$ cat src/ssp_pkg.sv
/*
 Constants for the socket presence status block: register offsets,
 field positions and values after reset.
 Assumes a 12-bit APB byte address within the socket register space.
*/
package ssp_pkg;
   localparam int          ADDR_W        = 12;
   localparam logic [11:0] OFF_EVENT     = 12'h000;
   localparam logic [11:0] OFF_MASK      = 12'h004;
   localparam logic [11:0] OFF_PRESENT   = 12'h008;
   localparam logic [11:0] OFF_FORCE     = 12'h00C;
   localparam logic [11:0] OFF_CTRL      = 12'h010;
   localparam int          B_LOWEST_VCC  = 31;
   localparam int          B_LOW_VCC     = 30;
   localparam int          B_THREE_VOLT  = 29;
   localparam int          B_FIVE_VOLT   = 28;
   localparam int          B_RSVD_HI     = 27;
   localparam int          B_RSVD_LO     = 14;
   localparam int          B_VS_TEST     = 14;
   localparam int          B_CARD_HI     = 13;
   localparam int          B_CARD_LO     = 10;
   localparam int          B_BAD_REQ     = 9;
   localparam int          B_LOSS        = 8;
   localparam int          B_UNREC       = 7;
   localparam int          B_READY_PIN   = 6;
   localparam int          B_WIDE_CARD   = 5;
   localparam int          B_NARROW_CARD = 4;
   localparam int          B_POWERED     = 3;
   localparam int          B_DET_B       = 2;
   localparam int          B_DET_A       = 1;
   localparam int          B_STS_PIN     = 0;
   localparam int          B_FIVE_OFF    = 6;
   localparam int          EV_W          = 4;
   localparam logic        RST_THREE_CAP = 1'b1;
   localparam logic [3:0]  RST_EVENT     = 4'h0;
   localparam logic [3:0]  RST_MASK      = 4'h0;
   localparam logic [3:0]  RST_CARD_VCC  = 4'h0;
   localparam logic [1:0]  RST_DETECT    = 2'h3;
   localparam logic [31:0] RST_WORD      = 32'h0000_0000;
endpackage

$ cat src/ssp_top.sv
/*
 Socket presence status register bank with event, mask, force and
 control registers behind an APB slave, and one level interrupt.
 Assumes the card pins are asynchronous, while the interrogation,
 power and error inputs come from logic on CLK.
*/
`timescale 1ns/100ps
module ssp_top
(
   // Clock and reset.
   input  wire logic                       CLK,
   input  wire logic                       RST_B,
   // APB slave.
   input  wire logic                       PSEL,
   input  wire logic                       PENABLE,
   input  wire logic                       PWRITE,
   input  wire logic [ssp_pkg::ADDR_W-1:0] PADDR,
   input  wire logic [31:0]                PWDATA,
   output logic      [31:0]                PRDATA,
   output logic                            PREADY,
   output logic                            PSLVERR,
   // Card socket pins.
   input  wire logic                       DETECT_PIN_A,
   input  wire logic                       DETECT_PIN_B,
   input  wire logic                       CARD_STATUS_CHANGE_PIN,
   input  wire logic                       CARD_READY_INTERRUPT_PIN,
   // Interrogation and power logic.
   input  wire logic                       IDENT_ACTIVE,
   input  wire logic                       INSERT_DONE,
   input  wire logic [3:0]                 CARD_VCC,
   input  wire logic                       CARD_WIDE,
   input  wire logic                       CARD_NARROW,
   input  wire logic                       CARD_INVALID,
   input  wire logic                       BAD_SUPPLY_REQ,
   input  wire logic                       LOSS_EVENT,
   input  wire logic                       SOCKET_POWERED,
   // Outputs to the system.
   output logic                            REINTERROGATE,
   output logic                            IRQ
);
   import ssp_pkg::*;

   function automatic logic hit(input logic [ADDR_W-1:0] a, input logic [ADDR_W-1:0] off);
      hit = (a == off);
   endfunction

   logic [3:0]  meta_q;
   logic [3:0]  sync_q;
   logic        sts_prev_q;
   logic [1:0]  det_q;
   logic [1:0]  det_d;
   logic        pwr_q;
   logic        pwr_d;
   logic [3:0]  card_vcc_q;
   logic [3:0]  card_vcc_d;
   logic        wide_q;
   logic        wide_d;
   logic        narrow_q;
   logic        narrow_d;
   logic        unrec_q;
   logic        unrec_d;
   logic        bad_q;
   logic        bad_d;
   logic        loss_q;
   logic        loss_d;
   logic        three_q;
   logic        three_d;
   logic        five_off_q;
   logic        five_off_d;
   logic [3:0]  ev_q;
   logic [3:0]  ev_d;
   logic [3:0]  ev_set;
   logic [3:0]  mask_q;
   logic [3:0]  mask_d;
   logic        pready_q;
   logic        pready_d;
   logic [31:0] prdata_q;
   logic [31:0] prdata_d;
   logic        pslverr_q;
   logic        pslverr_d;
   logic        reint_q;
   logic        reint_d;
   logic        irq_q;
   logic        irq_d;
   logic        done;
   logic        wr_force;
   logic [31:0] pres;
   logic        mapped;

   // Two-flop synchronisers for the pins: {ready, status, B, A}.
   always_ff @(posedge CLK or negedge RST_B)
   begin
      // Detect lines idle high, so they leave reset high and no false removal event follows.
      if (!RST_B)
      begin
         meta_q <= {2'b00, RST_DETECT};
         sync_q <= {2'b00, RST_DETECT};
      end
      else
      begin
         meta_q <= {CARD_READY_INTERRUPT_PIN, CARD_STATUS_CHANGE_PIN, DETECT_PIN_B, DETECT_PIN_A};
         sync_q <= meta_q;
      end
   end

   assign done     = PSEL & PENABLE & pready_q;
   assign wr_force = done & PWRITE & hit(PADDR, OFF_FORCE);
   assign mapped   = hit(PADDR, OFF_EVENT) | hit(PADDR, OFF_MASK) | hit(PADDR, OFF_PRESENT)
                   | hit(PADDR, OFF_FORCE) | hit(PADDR, OFF_CTRL);

   // The presence word; live pin levels come straight from the synchronisers.
   always_comb
   begin
      pres                                = RST_WORD;
      pres[B_LOWEST_VCC]                  = 1'b0;
      pres[B_LOW_VCC]                     = 1'b0;
      pres[B_THREE_VOLT]                  = three_q;
      pres[B_FIVE_VOLT]                   = ~five_off_q;
      pres[B_CARD_HI:B_CARD_LO]           = card_vcc_q;
      pres[B_BAD_REQ]                     = bad_q;
      pres[B_LOSS]                        = loss_q;
      pres[B_UNREC]                       = unrec_q;
      pres[B_READY_PIN]                   = sync_q[3];
      pres[B_WIDE_CARD]                   = wide_q;
      pres[B_NARROW_CARD]                 = narrow_q;
      pres[B_POWERED]                     = pwr_q;
      pres[B_DET_B]                       = det_q[1];
      pres[B_DET_A]                       = det_q[0];
      pres[B_STS_PIN]                     = sync_q[2];
   end

   // Next state of status, event and APB logic.
   always_comb
   begin
      det_d      = IDENT_ACTIVE ? det_q : sync_q[1:0];
      pwr_d      = SOCKET_POWERED;
      card_vcc_d = card_vcc_q;
      wide_d     = wide_q;
      narrow_d   = narrow_q;
      unrec_d    = unrec_q;
      bad_d      = bad_q;
      loss_d     = loss_q;
      three_d    = three_q;
      five_off_d = five_off_q;
      mask_d     = mask_q;
      reint_d    = 1'b0;
      if (wr_force)
      begin
         card_vcc_d = PWDATA[B_CARD_HI:B_CARD_LO];
         bad_d      = PWDATA[B_BAD_REQ];
         loss_d     = PWDATA[B_LOSS];
         unrec_d    = PWDATA[B_UNREC];
         wide_d     = PWDATA[B_WIDE_CARD];
         narrow_d   = PWDATA[B_NARROW_CARD];
         three_d    = PWDATA[B_THREE_VOLT];
         reint_d    = PWDATA[B_VS_TEST];
      end
      // An insertion in the same cycle wins over a force write, since it reports the real card.
      if (INSERT_DONE)
      begin
         card_vcc_d = CARD_VCC;
         wide_d     = CARD_WIDE;
         narrow_d   = CARD_NARROW;
         unrec_d    = CARD_INVALID;
      end
      // Hardware events win over a clearing force write.
      if (BAD_SUPPLY_REQ)
         bad_d = 1'b1;
      if (LOSS_EVENT)
         loss_d = 1'b1;
      if (done & PWRITE & hit(PADDR, OFF_CTRL))
         five_off_d = PWDATA[B_FIVE_OFF];
      if (done & PWRITE & hit(PADDR, OFF_MASK))
         mask_d = PWDATA[EV_W-1:0];
      ev_set = {pwr_d != pwr_q, det_d[1] != det_q[1], det_d[0] != det_q[0], sync_q[2] != sts_prev_q};
      if (wr_force)
         ev_set = ev_set | PWDATA[EV_W-1:0];
      // A read clears only the bits it returned, so a new event survives.
      ev_d = ev_q;
      if (done & ~PWRITE & hit(PADDR, OFF_EVENT))
         ev_d = ev_q & ~prdata_q[EV_W-1:0];
      ev_d     = ev_d | ev_set;
      irq_d    = |(ev_q & mask_q);
      pready_d = PSEL & PENABLE & ~pready_q;
      pslverr_d = PSEL & PENABLE & ~pready_q & ~mapped;
      prdata_d = prdata_q;
      if (PSEL & PENABLE & ~pready_q)
      begin
         prdata_d = RST_WORD;
         if (~PWRITE & hit(PADDR, OFF_EVENT))
            prdata_d[EV_W-1:0] = ev_q;
         if (~PWRITE & hit(PADDR, OFF_MASK))
            prdata_d[EV_W-1:0] = mask_q;
         if (~PWRITE & hit(PADDR, OFF_PRESENT))
            prdata_d = pres;
         if (~PWRITE & hit(PADDR, OFF_CTRL))
            prdata_d[B_FIVE_OFF] = five_off_q;
      end
   end

   always_ff @(posedge CLK or negedge RST_B)
   begin
      if (!RST_B)
      begin
         sts_prev_q <= 1'b0;
         det_q      <= RST_DETECT;
         pwr_q      <= 1'b0;
         card_vcc_q <= RST_CARD_VCC;
         wide_q     <= 1'b0;
         narrow_q   <= 1'b0;
         unrec_q    <= 1'b0;
         bad_q      <= 1'b0;
         loss_q     <= 1'b0;
         three_q    <= RST_THREE_CAP;
         five_off_q <= 1'b0;
         ev_q       <= RST_EVENT;
         mask_q     <= RST_MASK;
         pready_q   <= 1'b0;
         prdata_q   <= RST_WORD;
         pslverr_q  <= 1'b0;
         reint_q    <= 1'b0;
         irq_q      <= 1'b0;
      end
      else
      begin
         sts_prev_q <= sync_q[2];
         det_q      <= det_d;
         pwr_q      <= pwr_d;
         card_vcc_q <= card_vcc_d;
         wide_q     <= wide_d;
         narrow_q   <= narrow_d;
         unrec_q    <= unrec_d;
         bad_q      <= bad_d;
         loss_q     <= loss_d;
         three_q    <= three_d;
         five_off_q <= five_off_d;
         ev_q       <= ev_d;
         mask_q     <= mask_d;
         pready_q   <= pready_d;
         prdata_q   <= prdata_d;
         pslverr_q  <= pslverr_d;
         reint_q    <= reint_d;
         irq_q      <= irq_d;
      end
   end

   assign PRDATA        = prdata_q;
   assign PREADY        = pready_q;
   assign PSLVERR       = pslverr_q;
   assign REINTERROGATE = reint_q;
   assign IRQ           = irq_q;
endmodule // ssp_top

$ cat config.mk
export PLATFORM = sky130hd
export DESIGN_NAME = ssp_top
export DESIGN_NICKNAME = d
export VERILOG_FILES = /design/src/ssp_pkg.sv /design/src/ssp_top.sv
export SDC_FILE = /design/constraint.sdc
export NUM_CORES = 1
export LEC_CHECK = 0
export BUFFER_PORTS_ARGS = -buffer_cell sky130_fd_sc_hd__buf_2
export CELL_PAD_IN_SITES_DETAIL_PLACEMENT = 1
export CELL_PAD_IN_SITES_GLOBAL_PLACEMENT = 1
export CORE_AREA = 2 2 71 101
export DETAILED_ROUTE_END_ITERATION = 8
export DIE_AREA = 0 0 73 103
export PLACE_DENSITY = 0.77
export SYNTH_ARGS = -nofsm -noshare
export SYNTH_HDL_FRONTEND = slang
export SYNTH_SLANG_ARGS = --single-unit
$ cat constraint.sdc
create_clock -name CLK -period 2.2 [get_ports CLK]
set_input_delay 0.33 -clock CLK [delete_from_list [all_inputs] [get_ports CLK]]
set_output_delay 0.33 -clock CLK [all_outputs]
set_load 0.1 [all_outputs]
==> results of run 1 <==
## metal layers
layer / GRT usage [%] / wire length, µm / vias up
met5: 0 / 0 / -
met4: 5.56 / 82 / 0
met3: 2.15 / 242 / 6
met2: 26.2 / 2780 / 52
met1: 17.4 / 2080 / 831
li1: - / - / 786
## cell families after synthesis
group	count (synthesis)	share of synthesized area, %
and+or+nand+nor	41	12.0
buffers and inverters	24	7.40
DFF	51	56.7
muxes	21	9.72
AOI/OAI and AO/OA	40	12.4
other	1	0.166
xor gates and xnor gates	4	1.55
## cell usage after synthesis, drive strengths merged
cell type / n
nor3: 3
nand3b: 1
xor2: 2
buf: 21
nand4b: 3
nor4bb: 1
a22o: 10
nand4: 2
nand3: 2
dfrtp: 44
nor2: 5
mux2i: 13
nand2: 11
a211o: 4
and2: 1
xnor2: 2
inv: 2
nor4: 3
mux2: 8
a31oi: 1
o21ai: 14
nor4b: 1
dfstp: 7
nand2b: 2
or4b: 2
a21boi: 4
a22oi: 7
or4: 4
clkbuf: 1
conb: 1
## how the worst max path moves through the flow
stage	depth (start not counted)	startpoint	endpoint
finish	5	PADDR[9]	five_off_q$_DFFE_PN0P_
global route	7	PADDR[9]	wide_q$_DFFE_PN0P_
CTS	5	PADDR[9]	five_off_q$_DFFE_PN0P_
detailed placement	5	PADDR[9]	five_off_q$_DFFE_PN0P_
global placement	5	PADDR[9]	five_off_q$_DFFE_PN0P_
floorplan	6	PADDR[9]	card_vcc_q[3]$_DFFE_PN0P_
## report_power, final
group          switching [µW]  leakage, µW  internal, µW
registers                15.3     0.000627           969
clock network             303    0.0000505           286
logic                     208     0.000677          66.9
## sequential cells by signal, indices dropped and copies added, names as in the netlist, 2 cells and up
name / flops
mask_q: 4
PRDATA: 16
det_q: 2
card_vcc_q: 4
ev_q: 4
sync_q: 4
meta_q: 4
## final cells by class
type	count	share of cell area, %
clock inverters	1	0.267
inverters	2	0.267
clock buffers	7	3.43
multi-input cells	122	30.9
well taps	76	3.39
repair buffers	77	15.9
flip-flops and latches	51	45.8
## critical path, stage by stage
cell	delay [ns]
buf_2	0.10
or4_4	0.57
or4_1	0.44
nor3_1	0.21
mux2_2	0.36
## per-stage QoR
step                setup WS (ns)  power [µW]  hold WS [ns]  cell area (µm²)  std cells
floorplan                   0.170        1210        0.0344             2320        197
global placement           0.0513        1270         0.335             2700        328
detailed placement         0.0475        1280         0.336             2700        328
CTS                         0.377        1880       0.00550             2810        336
global route                0.317        1930        0.0140             2810        336
finish                      0.379        1850      -0.00405             2810        336
==> results.cfg, run 1 <==
[final_layout]
fin_nets = 324
drive_gt1_share_pct = 40.0
final_common_cell = buf_2
syn2layout_area_growth_pct = 23.9
final_cell_mix = buf_2 (68), dfrtp_1 (43), conb_1 (16), mux2i_1 (13), nand2_1 (11)
multi_input_area_um2 = 868
antenna_cells = 0
regArea_mm2 = 0.00129
final_core_util_pct = 41.8
num-fill-cells = 758

[clock_network]
numCtsBuffers = 5
clkTransAtPathRegs_ns = 0.09
cts_setup_buffers = 0
cts_hold_repair.buffers = 0
cts_tree = built
clockBufferDepth = 2
cts_resized = 0
htreeDepth = 2
clk_latency_ns = 0.30
clockRootBuffer = clkbuf_8
cts_sinks = 51

[status]
status = finished with violations
failed_checks = negative hold slack

[sta]
fin_crit_sh_pct = 82.8
fmax_ghz = 0.549
finalHoldViolCount = 7
setup_viol_count_final = 0
tns_ns = 0
slew_violations = 0
whs_ns = -0.00405
period_needed_ns = 1.82
finClkSkew_ns = 0.0105
rsz0062_at_grt = false

[synthesis]
syn-cell-area_mm2 = 0.00226
synth_warnings = 0
netlist.area_leader.share_pct = 48.6
ys_ff_latch = 51
synth_top_area_cell = dfrtp_1
yosysSeqAreaShare_pct = 56.7
synth.top_cells.by_area = dfrtp_1 (49%), dfstp_2 (8.1%), mux2i_1 (5.7%), buf_4 (5.3%), mux2_2 (4.0%)
syn_avg_cell_area_um2 = 12.4
ys_types = 36
synth_cells = 182

[critical_path]
reg2reg_depth = 6
crit_fanout = 5
endpoint_kind = flop
r2r-start = PREADY$_DFF_PN0_
cp.arrival_ns = 2.02
crit_type = input port to flop
startpoint_type = input port
worstPathRequired_ns = 2.40
r2r-end = PRDATA[28]$_DFFE_PN0P_
r2r_setup_slack_ns = 0.56

[hold_path]
hp-class = input port to async pin

[placed_design]
place.gp.congestion = 0.812
io_buffers = 68
hpwl_um = 3880

[floorplanning]
initial_utilization_pct = 33.7
core_mm2 = 0.00671
die_w_um = 73
num_rows = 36
io_pins = 101
die_h_um = 103
dieArea_mm2 = 0.00752

[run]
drv_cap = 0

[grt]
grt_pass1_vias = 1697
grt_antenna_before_repair = 0
grtUsageTotal_pct = 14.6
grt_overflow = 0
grt_max_degree = 52
grt_pass1_wl_um = 8390

[route]
drt-initial-drc-count = 46
drt-pass1-iter-count = 4
vias_per_cell = 4.99
drc_errors = 0
routed_wl_um = 5180
vias = 1675
postRouteAntennaNets = 0
wl_per_cell_um = 15.4

[power_and_ir_drop]
leakage_uw = 0.00135
power_density_mw_per_mm2 = 659
ir_worst_vdd_v = 0.000348
(Power assumes the default switching activity.)
==> inputs of run 2 (changes only) <==
Clock period 2.2 ns to 1.79 ns, I/O delays scaled along.
==> results.cfg, run 2 (synthesis results as in run 1) <==
[final_layout]
drive_gt1_share_pct = 45.7
antenna_cells = 0
fin_nets = 342
syn2layout_area_growth_pct = 33.8
final_common_cell = buf_2
final_cell_mix = buf_2 (67), dfrtp_1 (43), buf_4 (21), conb_1 (16), mux2i_1 (13)
fin_cells = 354
largest_reg_flops = 16

[critical_path]
r2r-end = ev_q[0]$_DFF_PN0_
endpoint_kind = flop
r2r_setup_slack_ns = 0.12
startpoint_type = input port
path_buf_inv = 2
max_stage_delay_ns = 0.56
crit_fanout = 4
r2r-start = PREADY$_DFF_PN0_
crit_type = input port to flop
reg2reg_depth = 6
cp.arrival_ns = 1.96
cpMaxStageDelayCell = or4_4
crit_chain = buf_6 -> or4_4 -> buf_4 -> or4_4 -> nor3_2 -> mux2_4
worstPathRequired_ns = 2.00
crit_top_cell = or4_4
critical_path.top_delay_family = simple AND/OR/NAND/NOR gates

[floorplanning]
core_mm2 = 0.00671
io_pins = 101
num_rows = 36
dieArea_mm2 = 0.00752
die_w_um = 73
initial_utilization_pct = 33.7
die_h_um = 103

[clock_network]
htreeDepth = 2
numCtsBuffers = 5
clockRootBuffer = clkbuf_8
cts_tree = built
clkTransAtPathRegs_ns = 0.11
clk_latency_ns = 0.31
cts_sinks = 51
clockBufferDepth = 2

[placed_design]
dpl.cell_count = 340
io_buffers = 68
hpwl_um = 4230
place.gp.congestion = 0.832

[grt]
grt_pass1_wl_um = 8690
grt_max_degree = 35
grt_pass1_vias = 1835
grt_antenna_before_repair = 0
grt_overflow = 0
grtUsageTotal_pct = 15.2

[sta]
tns_ns = 0
setup_viol_count_final = 0
fmax_ghz = 0.571
whs_ns = 0.0584
fin_crit_sh_pct = 97.9
period_needed_ns = 1.75
slew_violations = 0
finalHoldViolCount = 0
finClkSkew_ns = 0.0144

[status]
status = complete, no violations

[power_and_ir_drop]
p_seq_share_pct = 50.7
p_comb_share_pct = 15.3
power_density_mw_per_mm2 = 791
clkPwrFrac_pct = 34.0
p_sw_uw = 676
p_sw_share_pct = 28.2
leakage_uw = 0.00147
p_int_uw = 1720
ir_worst_vdd_v = 0.000534

[route]
drt-pass1-iter-count = 4
vias = 1764
wl_per_cell_um = 16.0
routed_wl_um = 5680
drc_errors = 0
drt-initial-drc-count = 40
postRouteAntennaNets = 0
vias_per_cell = 4.98

[hold_path]
min_delay_path_depth = 1
hold_end = meta_q[3]$_DFF_PN0_
hp-class = input port to flop
hp-start = CARD_READY_INTERRUPT_PIN

[run]
drv_cap = 0
==> run 2: worst max path at each step <==
stage / start / cells past startpoint / to / slack [ns]
final: PADDR[10] / 6 / five_off_q$_DFFE_PN0P_ / 0.04
after global routing: PADDR[10] / 8 / card_vcc_q[0]$_DFFE_PN0P_ / -0.02
after CTS: PREADY$_DFF_PN0_ / 5 / PRDATA[28]$_DFFE_PN0P_ / 0.02
after detailed placement: PADDR[9] / 5 / five_off_q$_DFFE_PN0P_ / -0.20
after global placement: PADDR[9] / 5 / five_off_q$_DFFE_PN0P_ / -0.19
after floorplan: PREADY$_DFF_PN0_ / 5 / card_vcc_q[3]$_DFFE_PN0P_ / -0.13
==> run 2: timing repair <==
item,CTS,global route
pin swaps,0,3
gates resized for setup,1,4
hold endpoints to repair,11,0
hold buffers,1,0
gates cloned,0,1
setup endpoints to repair,16,7
setup buffers,0,4
==> run 2: power by group through the flow <==
stage                     combinational, µW  clock [µW]  sequential, µW
after CTS                               364         839            1210
after global placement                  353           0            1230
after detailed placement                360           0            1240
after floorplan                         240           0            1250
after global routing                    395         876            1220
final                                   367         814            1210
==> run 2: stage by stage <==
stage / utilization (%) / instance area, µm² / setup WS, ns / power (µW)
6_report: 45.1 / 3030 / 0.0373 / 2390
3_3_place_gp: 42.1 / 2820 / -0.194 / 1590
5_1_grt: 45.1 / 3030 / -0.0233 / 2490
2_1_floorplan: - / 2360 / -0.126 / 1490
4_1_cts: 44.0 / 2960 / 0.0156 / 2420
3_5_place_dp: 42.1 / 2820 / -0.198 / 1600
==> run 2: layout make-up <==
type | instances | area (µm²)
clock buffers | 5 | 68.8
clock inverters | 3 | 47.5
fillers | 756 | 3680
inverters | 2 | 7.51
multi-input cells | 122 | 911
flip-flops and latches | 51 | 1290
well taps | 76 | 95.1
repair buffers | 95 | 611
==> run 2: per-layer routing <==
metal  up-vias  share of wire (%)  track usage, %  wire length [µm]
li1        825                  -               -                 -
met1       874                 38            17.0              2150
met2        58                 56            28.6              3190
met3         7                4.7            2.44               268
met4         0                1.1            5.27                64
met5         -                  0               0                 0
